===== config.mk =====
export PLATFORM = sky130hd
export DESIGN_NAME = spio_port
export DESIGN_NICKNAME = d
export VERILOG_FILES = /design/src/spio_pkg.sv /design/src/spio_sync.sv /design/src/spio_port.sv
export SDC_FILE = /design/constraint.sdc
export NUM_CORES = 1
export LEC_CHECK = 0
export BUFFER_PORTS_ARGS = -buffer_cell sky130_fd_sc_hd__buf_2
export CAP_MARGIN = 10
export CORE_ASPECT_RATIO = 1.5
export CORE_UTILIZATION = 55
export DETAILED_ROUTE_END_ITERATION = 6
export PLACE_DENSITY = 0.74
export SYNTH_ARGS = -nofsm -noshare
export SYNTH_HDL_FRONTEND = slang
export SYNTH_SLANG_ARGS = --single-unit

===== constraint.sdc =====
create_clock -name CORE_CLK -period 1.99 [get_ports CORE_CLK]
set_clock_uncertainty 0.15 [all_clocks]
set_input_delay 0.0995 -clock CORE_CLK [delete_from_list [all_inputs] [get_ports CORE_CLK]]
set_output_delay 0.0995 -clock CORE_CLK [all_outputs]
set_load 0.02 [all_outputs]

===== src/spio_pkg.sv =====
// register map and reset values of the shared pin i/o port
package spio_pkg;
    localparam logic [7:0]  SPIO_DIR_OFS     = 8'h00;
    localparam logic [7:0]  SPIO_LAT_OFS     = 8'h04;
    localparam logic [7:0]  SPIO_PIN_OFS     = 8'h08;
    localparam logic [7:0]  SPIO_ODC_OFS     = 8'h0C;
    localparam logic [7:0]  SPIO_ANA_OFS     = 8'h10;
    localparam logic [7:0]  SPIO_ANA2_OFS    = 8'h14;
    localparam logic [7:0]  SPIO_CNEN_LO_OFS = 8'h18;
    localparam logic [7:0]  SPIO_CNEN_HI_OFS = 8'h1C;
    localparam logic [7:0]  SPIO_CNPU_LO_OFS = 8'h20;
    localparam logic [7:0]  SPIO_CNPU_HI_OFS = 8'h24;
    localparam logic [7:0]  SPIO_STAT_OFS    = 8'h28;
    localparam logic [15:0] SPIO_DIR_RST     = 16'hFFFF;
    localparam logic [15:0] SPIO_LAT_RST     = 16'h0000;
    localparam logic [15:0] SPIO_ODC_RST     = 16'h0000;
    localparam logic [15:0] SPIO_ANA_RST     = 16'h0000;
    localparam logic [15:0] SPIO_CN_RST      = 16'h0000;
    localparam int          SPIO_STAT_CHG    = 0;
    localparam int          SPIO_CN_LO_N     = 16;
endpackage


===== src/spio_sync.sv =====
// three-stage input synchroniser with agreement filter
`timescale 1ns/1ns
module spio_sync #(
    parameter int W = 16
) (
    input  wire logic         clk,   // core clock
    input  wire logic         rst_n, // synchronous reset, active low
    input  wire logic [W-1:0] d,     // asynchronous inputs
    output logic      [W-1:0] q      // filtered, synchronous levels
);
    logic [W-1:0] s1;
    logic [W-1:0] s2;
    logic [W-1:0] s3;
    logic [W-1:0] next_q;

    // a level counts only once stages two and three agree
    always_comb begin
        next_q = ((s2 ^ s3) & q) | (~(s2 ^ s3) & s3);
    end

    always_ff @(posedge clk) begin
        if (!rst_n) begin
            s1 <= '0;
            s2 <= '0;
            s3 <= '0;
            q  <= '0;
        end else begin
            s1 <= d;
            s2 <= s1;
            s3 <= s2;
            q  <= next_q;
        end
    end
endmodule


===== src/spio_port.sv =====
// shared pin i/o port with change notice, classic wishbone slave
//
// Behaviour
// active peripheral owns pin, readback stays
// idle peripheral lets port drive from latch
// port output never loops into peripheral
// direction one is input, zero output
// all pins inputs after reset
// latch reads latch, writes latch only
// pin state reads pins, writes latch
// unimplemented bits read zero everywhere; the analog config registers keep them as written
// open-drain bit makes output open drain; only the latch drive obeys it, a pin owned by a peripheral still drives high
// analog config registers reset to zero
// analog pins read low in pin state
// software keeps analog pins as inputs
// software waits a cycle before readback
// enabled pin change raises interrupt request
// change detection works without the clock
// up to thirty selectable change inputs
// per-pin change enable in two registers
// per-pin weak pull-up in two registers
// compare to previous level, hold until acked
//
// Implementation choices: the placing of the registers and register access over Wishbone.
`timescale 1ns/1ns
module spio_port
    import spio_pkg::*;
#(
    parameter int             W         = 16,
    parameter int             CN_N      = 30,
    parameter logic [W-1:0]   IMPL_MASK = '1,
    parameter logic [W-1:0]   ANA_MASK  = '1
) (
    input  wire logic            CORE_CLK,   // core clock, 20 MHz
    input  wire logic            RST_N,      // synchronous reset
    input  wire logic [7:0]      ADR_I,      // wishbone byte address
    input  wire logic [31:0]     DAT_I,      // wishbone write data
    output logic      [31:0]     DAT_O,      // wishbone read data
    input  wire logic [3:0]      SEL_I,      // wishbone byte lanes
    input  wire logic            WE_I,       // wishbone write
    input  wire logic            CYC_I,      // wishbone cycle
    input  wire logic            STB_I,      // wishbone strobe
    output logic                 ACK_O,      // wishbone acknowledge
    input  wire logic [W-1:0]    PIN_IN,     // pin levels
    output logic      [W-1:0]    PIN_OUT,    // pin drive value
    output logic      [W-1:0]    PIN_OE_N,   // pin driver enable
    input  wire logic [W-1:0]    PERIPH_OE,  // peripheral drives pin
    input  wire logic [W-1:0]    PERIPH_OUT, // peripheral drive value
    output logic      [W-1:0]    PERIPH_IN,  // pin level to peripheral
    input  wire logic [CN_N-1:0] CN_PIN,     // change notice inputs
    output logic      [CN_N-1:0] PULLUP_EN,  // weak pull-up enables
    output logic                 CN_IRQ,     // change interrupt request
    output logic                 CN_WAKE     // clockless wake request
);
    localparam int HI_N = CN_N - SPIO_CN_LO_N;

    ////////////////////////////////////////////////////////////////////
    logic [W-1:0]    dir;
    logic [W-1:0]    lat;
    logic [W-1:0]    odc;
    logic [15:0]     ana;
    logic [15:0]     ana2;
    logic [CN_N-1:0] cnen;
    logic [CN_N-1:0] cn_prev;
    logic            chg_flag;
    logic [W-1:0]    next_dir;
    logic [W-1:0]    next_lat;
    logic [W-1:0]    next_odc;
    logic [15:0]     next_ana;
    logic [15:0]     next_ana2;
    logic [CN_N-1:0] next_cnen;
    logic [CN_N-1:0] next_pu;
    logic            next_chg_flag;
    logic            next_ack;
    logic [31:0]     next_dat;
    logic [W-1:0]    pin_f;
    logic [CN_N-1:0] cn_f;
    logic [W-1:0]    an_bits;
    logic [W-1:0]    pin_rd;
    logic            bus_go;
    logic            wr_go;
    logic            rd_go;
    logic            clr;
    logic            chg;
    logic [5:0]      idx;

    function automatic logic [15:0] upd(input logic [15:0] old,
                                        input logic [31:0] d,
                                        input logic [3:0]  s);
        logic [15:0] m;
        m   = {{8{s[1]}}, {8{s[0]}}};
        upd = (old & ~m) | (d[15:0] & m);
    endfunction

    spio_sync #(.W(W)) u_pin_sync (
        .clk   (CORE_CLK),
        .rst_n (RST_N),
        .d     (PIN_IN),
        .q     (pin_f)
    );

    spio_sync #(.W(CN_N)) u_cn_sync (
        .clk   (CORE_CLK),
        .rst_n (RST_N),
        .d     (CN_PIN),
        .q     (cn_f)
    );

    ////////////////////////////////////////////////////////////////////
    // bus decode: one wait state, ack drops the cycle after it rose
    assign idx    = ADR_I[7:2];
    assign bus_go = CYC_I & STB_I & ~ACK_O;
    assign wr_go  = bus_go & WE_I;
    assign rd_go  = bus_go & ~WE_I;
    assign clr    = wr_go & (idx == SPIO_STAT_OFS[7:2]) & SEL_I[0]
                    & DAT_I[SPIO_STAT_CHG];
    // analog config zero means analog; digital buffer reads low
    assign an_bits = ~ana[W-1:0] & ANA_MASK;
    assign pin_rd  = pin_f & ~an_bits & IMPL_MASK; // see R7

    always_comb begin
        next_ack = bus_go;
        next_dat = 32'h0000_0000;
        if (rd_go) begin
            case (idx)
                SPIO_DIR_OFS[7:2]:     next_dat = 32'(dir);
                SPIO_LAT_OFS[7:2]:     next_dat = 32'(lat);
                SPIO_PIN_OFS[7:2]:     next_dat = 32'(pin_rd);
                SPIO_ODC_OFS[7:2]:     next_dat = 32'(odc);
                SPIO_ANA_OFS[7:2]:     next_dat = 32'(ana);
                SPIO_ANA2_OFS[7:2]:    next_dat = 32'(ana2);
                SPIO_CNEN_LO_OFS[7:2]: next_dat = 32'(cnen[15:0]);
                SPIO_CNEN_HI_OFS[7:2]: next_dat = 32'(cnen[CN_N-1:16]);
                SPIO_CNPU_LO_OFS[7:2]: next_dat = 32'(PULLUP_EN[15:0]);
                SPIO_CNPU_HI_OFS[7:2]:
                    next_dat = 32'(PULLUP_EN[CN_N-1:16]);
                SPIO_STAT_OFS[7:2]:    next_dat = 32'(chg_flag);
                default:               next_dat = 32'h0000_0000;
            endcase
        end
    end

    ////////////////////////////////////////////////////////////////////
    // register writes; unimplemented bits of dir, lat and odc are masked off at storage
    always_comb begin
        next_dir  = dir;
        next_lat  = lat;
        next_odc  = odc;
        next_ana  = ana;
        next_ana2 = ana2;
        next_cnen = cnen;
        next_pu   = PULLUP_EN;
        if (wr_go) begin
            case (idx)
                SPIO_DIR_OFS[7:2]:
                    next_dir = W'(upd(16'(dir), DAT_I, SEL_I))
                               & IMPL_MASK; // see R4
                SPIO_LAT_OFS[7:2], SPIO_PIN_OFS[7:2]:
                    next_lat = W'(upd(16'(lat), DAT_I, SEL_I))
                               & IMPL_MASK; // see R6
                SPIO_ODC_OFS[7:2]:
                    next_odc = W'(upd(16'(odc), DAT_I, SEL_I))
                               & IMPL_MASK;
                SPIO_ANA_OFS[7:2]:  next_ana  = upd(ana, DAT_I, SEL_I);
                SPIO_ANA2_OFS[7:2]: next_ana2 = upd(ana2, DAT_I, SEL_I);
                SPIO_CNEN_LO_OFS[7:2]:
                    next_cnen[15:0] = upd(cnen[15:0], DAT_I, SEL_I);
                SPIO_CNEN_HI_OFS[7:2]:
                    next_cnen[CN_N-1:16] = HI_N'(upd(16'(cnen[CN_N-1:16]),
                                        DAT_I, SEL_I));
                SPIO_CNPU_LO_OFS[7:2]:
                    next_pu[15:0] = upd(PULLUP_EN[15:0], DAT_I, SEL_I);
                SPIO_CNPU_HI_OFS[7:2]:
                    next_pu[CN_N-1:16] = HI_N'(upd(16'(PULLUP_EN[CN_N-1:16]),
                                        DAT_I, SEL_I));
                default: ;
            endcase
        end
    end

    ////////////////////////////////////////////////////////////////////
    // change notice: synchronised level against last captured level
    logic [W-1:0] per_drv;
    logic [W-1:0] port_drv;
    logic [W-1:0] next_pin_out;
    logic [W-1:0] next_oe_n;
    logic [W-1:0] next_per_in;

    always_comb begin
        chg           = |(cnen & (cn_f ^ cn_prev)); // see R14
        // a new change wins over a clear in the same cycle
        next_chg_flag = chg | (chg_flag & ~clr);
    end

    // sleep path: raw pins against the held level, no clock needed
    assign CN_WAKE = |(cnen & (CN_PIN ^ cn_prev)); // see R15

    ////////////////////////////////////////////////////////////////////
    // output ownership: active peripheral first, then port latch
    always_comb begin
        per_drv  = PERIPH_OE & IMPL_MASK;
        port_drv = ~PERIPH_OE & ~dir & IMPL_MASK; // see R2
        next_pin_out = (per_drv & PERIPH_OUT)
                       | (port_drv & ~odc & lat);
        // open drain only sinks; a latched one releases the pin
        next_oe_n = ~(per_drv | (port_drv & ~(odc & lat)));
        // peripheral never sees the port's own drive
        next_per_in = pin_f & ~port_drv & IMPL_MASK;
    end

    ////////////////////////////////////////////////////////////////////
    always_ff @(posedge CORE_CLK) begin
        if (!RST_N) begin
            dir       <= SPIO_DIR_RST[W-1:0] & IMPL_MASK;
            lat       <= SPIO_LAT_RST[W-1:0];
            odc       <= SPIO_ODC_RST[W-1:0];
            ana       <= SPIO_ANA_RST;
            ana2      <= SPIO_ANA_RST;
            cnen      <= CN_N'(SPIO_CN_RST);
            PULLUP_EN <= CN_N'(SPIO_CN_RST);
            cn_prev   <= CN_N'(SPIO_CN_RST);
            chg_flag  <= 1'b0;
            CN_IRQ    <= 1'b0;
            ACK_O     <= 1'b0;
            DAT_O     <= 32'h0000_0000;
            PIN_OUT   <= '0;
            PIN_OE_N  <= '1;
            PERIPH_IN <= '0;
        end else begin
            dir       <= next_dir;
            lat       <= next_lat;
            odc       <= next_odc;
            ana       <= next_ana;
            ana2      <= next_ana2;
            cnen      <= next_cnen;
            PULLUP_EN <= next_pu;
            cn_prev   <= cn_f;
            chg_flag  <= next_chg_flag;
            CN_IRQ    <= next_chg_flag;
            ACK_O     <= next_ack;
            DAT_O     <= next_dat;
            PIN_OUT   <= next_pin_out;
            PIN_OE_N  <= next_oe_n;
            PERIPH_IN <= next_per_in;
        end
    end
endmodule


Word level (Yosys, flattened, before mapping)
Index checks and enable logic that the tools add are counted.

storage, ports and cells
  output and inout port bits = 113
  word-level logic and storage cells = 113
  bits in registers = 436
  input bits = 127

operators by class
  equal/unequal tests = 10
  bitwise operators = 64
  reduce and logical (&&, ||, !) cells = 14
  mux-type cells = 1

operator list
  operator              count
  $and A16 B16 Y16      18
  $pmux W16 S11         1
  $not A16 Y16          10
  $or A16 B16 Y16       10
  $and A30 B30 Y30      4
  $xor A30 B30 Y30      3
  $reduce_or A30 Y1     2
  $not A30 Y30          1
  $or A30 B30 Y30       1
  $and A14 B14 Y14      2
  $or A14 B14 Y14       2
  $eq A6 B3 Y1 const B  4
  $reduce_and A2 Y1     10
  $eq A6 B4 Y1 const B  3
  $xor A16 B16 Y16      1
  $eq A6 B2 Y1 const B  2
  $and A1 B1 Y1         8
  $eq A6 B1 Y1 const B  1
  $logic_not A6 Y1      1
  $not A1 Y1            3
  $reduce_or A2 Y1      1
  $or A1 B1 Y1          1

Logic depth before layout (Yosys ltp)
  word-level depth = 9
  gate-level depth with buffers = 8
  depth with buffers taken out = 5

Modules after synthesis
A second synthesis with hierarchy kept.

unflattened totals
  cell total of the unflattened synthesis = 1604
  area, all modules = 15880.2 µm²

modules (own cells, without submodules)
  module                   cells each  times used  area each (µm²)
  spio_port                1124        1           10354.9
  spio_sync at u_cn_sync   313         1           3574.7
  spio_sync at u_pin_sync  167         1           1950.6

Worst setup path after synthesis
No wires, ideal clock.

  kind = register to register
  start = reg ACK_O
  end = reg (tool-made name)
  stages on the path, launching flop included = 8
  arrival time = 1623 ps
  setup slack = 147 ps
  path through = dfxtp_1 -> nor2b_1 -> and4_1 -> buf_2 -> buf_1 -> clkbuf_1 -> nand3_1 -> a21oi_1

RTL lines
  what                      line              text
  start: declaration        spio_port.sv:43   output logic ACK_O,
  start signal: assignment  spio_port.sv:240  ACK_O <= next_ack;

Worst setup path after layout
  start = reg cn_prev[21]
  end = out CN_WAKE

between the ends
  word-level cells in the longest chain between the ends = 3

RTL lines
  what                      line              text
  start: declaration        spio_port.sv:64   logic [CN_N-1:0] cn_prev;
  start signal: assignment  spio_port.sv:221  cn_prev <= CN_N'(SPIO_CN_RST);
  start signal: assignment  spio_port.sv:237  cn_prev <= cn_f;
  $xor A30 B30 Y30          spio_port.sv:196  assign CN_WAKE = |(cnen & (CN_PIN ^ cn_prev));
  $and A30 B30 Y30          spio_port.sv:196
  $reduce_or A30 Y1         spio_port.sv:196
  end: declaration          spio_port.sv:53   output logic CN_WAKE

No other way between the ends.

==> metrics <==
Cells after Synth 1663; Via-to-Cell Ratio 5.69; ys async rst share 0%; TritonCTS clock tree done; Worst EP required 1.74 ns; Die ar. 0.0286 sq mm; PD cells 884 mW/mm^2; Iter 0 DRT Violations 1255; worst slack, placed -0.108 ns; CP cell instances xor2_1 -> a22oi_1 -> nand4_1 -> or4_4 -> buf_6; CP endpoint kind primary output; period utilization 117%; number of global-route vias before repair 13100; FP Rows 74; Slew headroom 30.7%; final core occ 72.7%; PnR worst setup slack -0.335 ns; initial antenna violation count 1; CP startpoint kind register; max-cap violations 0; LEAKAGE 8.15 nW; Die X 139 microns; nets 2130; Crit-path slowest cell or4_4; CP Data Arrival Time 2.08 ns; post-route DRC violation count 40; Worst-Margin Slew 1.04 ns; port bufs 203; Initial Util 56.3%; Avg Cell Area, Syn 9.25 sq um; failing checks DRC, setup timing; Sink Count 420; Distinct cells, synth 52; final non-filler cell total 2374; post-layout min period 2.33 ns; FF+latch count, synth 420; largest net degree at the start of global routing 68; highest clock rate 0.430 GHz; Worst-Skew Late Latency 0.54 ns; share of cells above drive strength 1 18.6%; Hold Crit Class input port to register; Syn-to-layout area delta 29.2%; Clock Path Buffers 3; sequential-to-total area share from yosys stat 54.7%; status finished, violations left; clock root buffer clkbuf_16; I/O pins 240; YS warnings 0; Clock transition at path regs 0.06 ns; Die Y-Extent 207 microns; number of max-slew violations in the final report 0; CTS HTree Levels 2; HPWL after detailed placement 29900 microns; final hold viol count 0; mean routed wirelength per cell 19.5 microns; Post-synth EDFFs 0; WL final 46300 microns; Max stage delay on crit path 0.48 ns; CTS Buf Count 38; maximum vdd drop 0.963 mV; core area 0.0273 sq mm; Critical Setup Path Class register to primary output; # setup viols final 1; total gr overflow 0; via count 13500; DP Cell Count 2158; TNS Setup -0.335 ns; RSZ-0062 raised after global routing yes; Final ANT Viol Nets 0; Total GRT Usage 31.5%; worst-path maximum fanout 2; Antenna Cells 0; Final Wtd Congestion 0.967; Synth Flop Type dfxtp_1; mapped cell area 0.0154 sq mm; DR pass1 iterations 7; global-route wire length before repair 70000 microns
[logic make-up after synthesis]
family	share of synthesized area, %
flops	54.7
buf+inv	3.95
compound gates	15.5
mux	1.34
simple gates	21.1
xor+xnor	3.42
other cells	0.0244
[report_power, final]
group | switching, mW | total (mW) | internal, mW
combinational | 0.568 | 1.02 | 0.454
clock | 3.14 | 7.92 | 4.78
sequential | 0.0585 | 8.61 | 8.55
[critical path: cells and delay by family, from the launching register on]
kind                      cells  cell delay, ns
buffers and inverters         1            0.15
and+or+nand+nor               2            0.69
DFF                           1            0.33
xor gates and xnor gates      1            0.15
AOI/OAI and AO/OA             1            0.21
[stage by stage]
step / hold WS (ns) / power, mW / cell area [sq um]
after floorplan: 0.0613 / 9.23 / 15400
after global placement: 0.156 / 9.55 / 16900
after detailed placement: 0.159 / 9.56 / 16900
after CTS: 0.000742 / 17.6 / 19700
after global routing: 0.0611 / 18.0 / 19900
final: 0.0363 / 17.6 / 19900
[final timing paths]
check                                endpoint  cells past startpoint  slack, ns                         from
setup / recovery                      CN_WAKE                      5      -0.34       cn_prev[21]$_SDFF_PN0_
hold / removal            DAT_O[8]$_SDFF_PN0_                      5       0.04                     ADR_I[5]
setup reg to reg                     register                      6       0.03             ACK_O$_SDFF_PN0_
hold reg to reg   u_pin_sync.s2[9]$_SDFF_PN0_                      1       0.28  u_pin_sync.s1[9]$_SDFF_PN0_
[cell usage after synthesis, types with 7 or more instances]
cell type,count,share of area [%]
dfxtp_1,420,55
nand2_1,232,5.7
a21oi_1,228,7.4
and2_1,172,7.0
nand3_1,136,4.4
clkbuf_1,74,1.8
o21ai_0,65,2.1
xor2_1,60,3.4
a22oi_1,40,2.0
nor2_1,24,0.59
buf_4,22,1.1
buf_2,20,0.65
nand2b_1,18,0.73
a31oi_1,17,0.69
o211a_1,16,1.0
mux2i_1,15,0.98
nor4b_1,15,0.85
a222oi_1,8,0.52
o22ai_1,8,0.33
a221oi_1,7,0.40
[routing by layer]
metal	GRT usage (%)	wire length (microns)	vias to the layer above
met5	0	0	-
met4	21.2	3020	0
met2	54.9	22800	568
met1	36.4	17500	6418
li1	-	-	6368
met3	4.41	2990	146
[cell usage in the layout (no fill, tap or decap), drive strengths merged, types with 17 or more instances in the layout]
cell type,Yosys,routed
nor2,28,28
a21oi,229,229
xor2,60,60
o21ai,65,65
buf,48,268
nand2,234,234
dfxtp,420,420
nand3,136,136
a22oi,40,40
a31oi,17,17
nand2b,18,18
and2,172,172
clkbuf,74,59
dlygate4sd3,0,136
[final cells by class]
class	count	area, sq um
inverters	5	21.3
clock inverters	12	185
clock buffers	57	1190
repair buffers	407	3120
well taps	342	428
multi-input cells	1131	6510
flip-flops and latches	420	8420
fillers	1944	7450
[timing repair]
action,CTS,global route
cloned,0,2
pin swaps,11,7
hold buffers,136,1
resized for setup,12,19
hold endpoints to repair,275,2
setup buffers,3,5
setup endpoints to repair,1,132
Note: power is estimated with default switching activity, not from simulation.
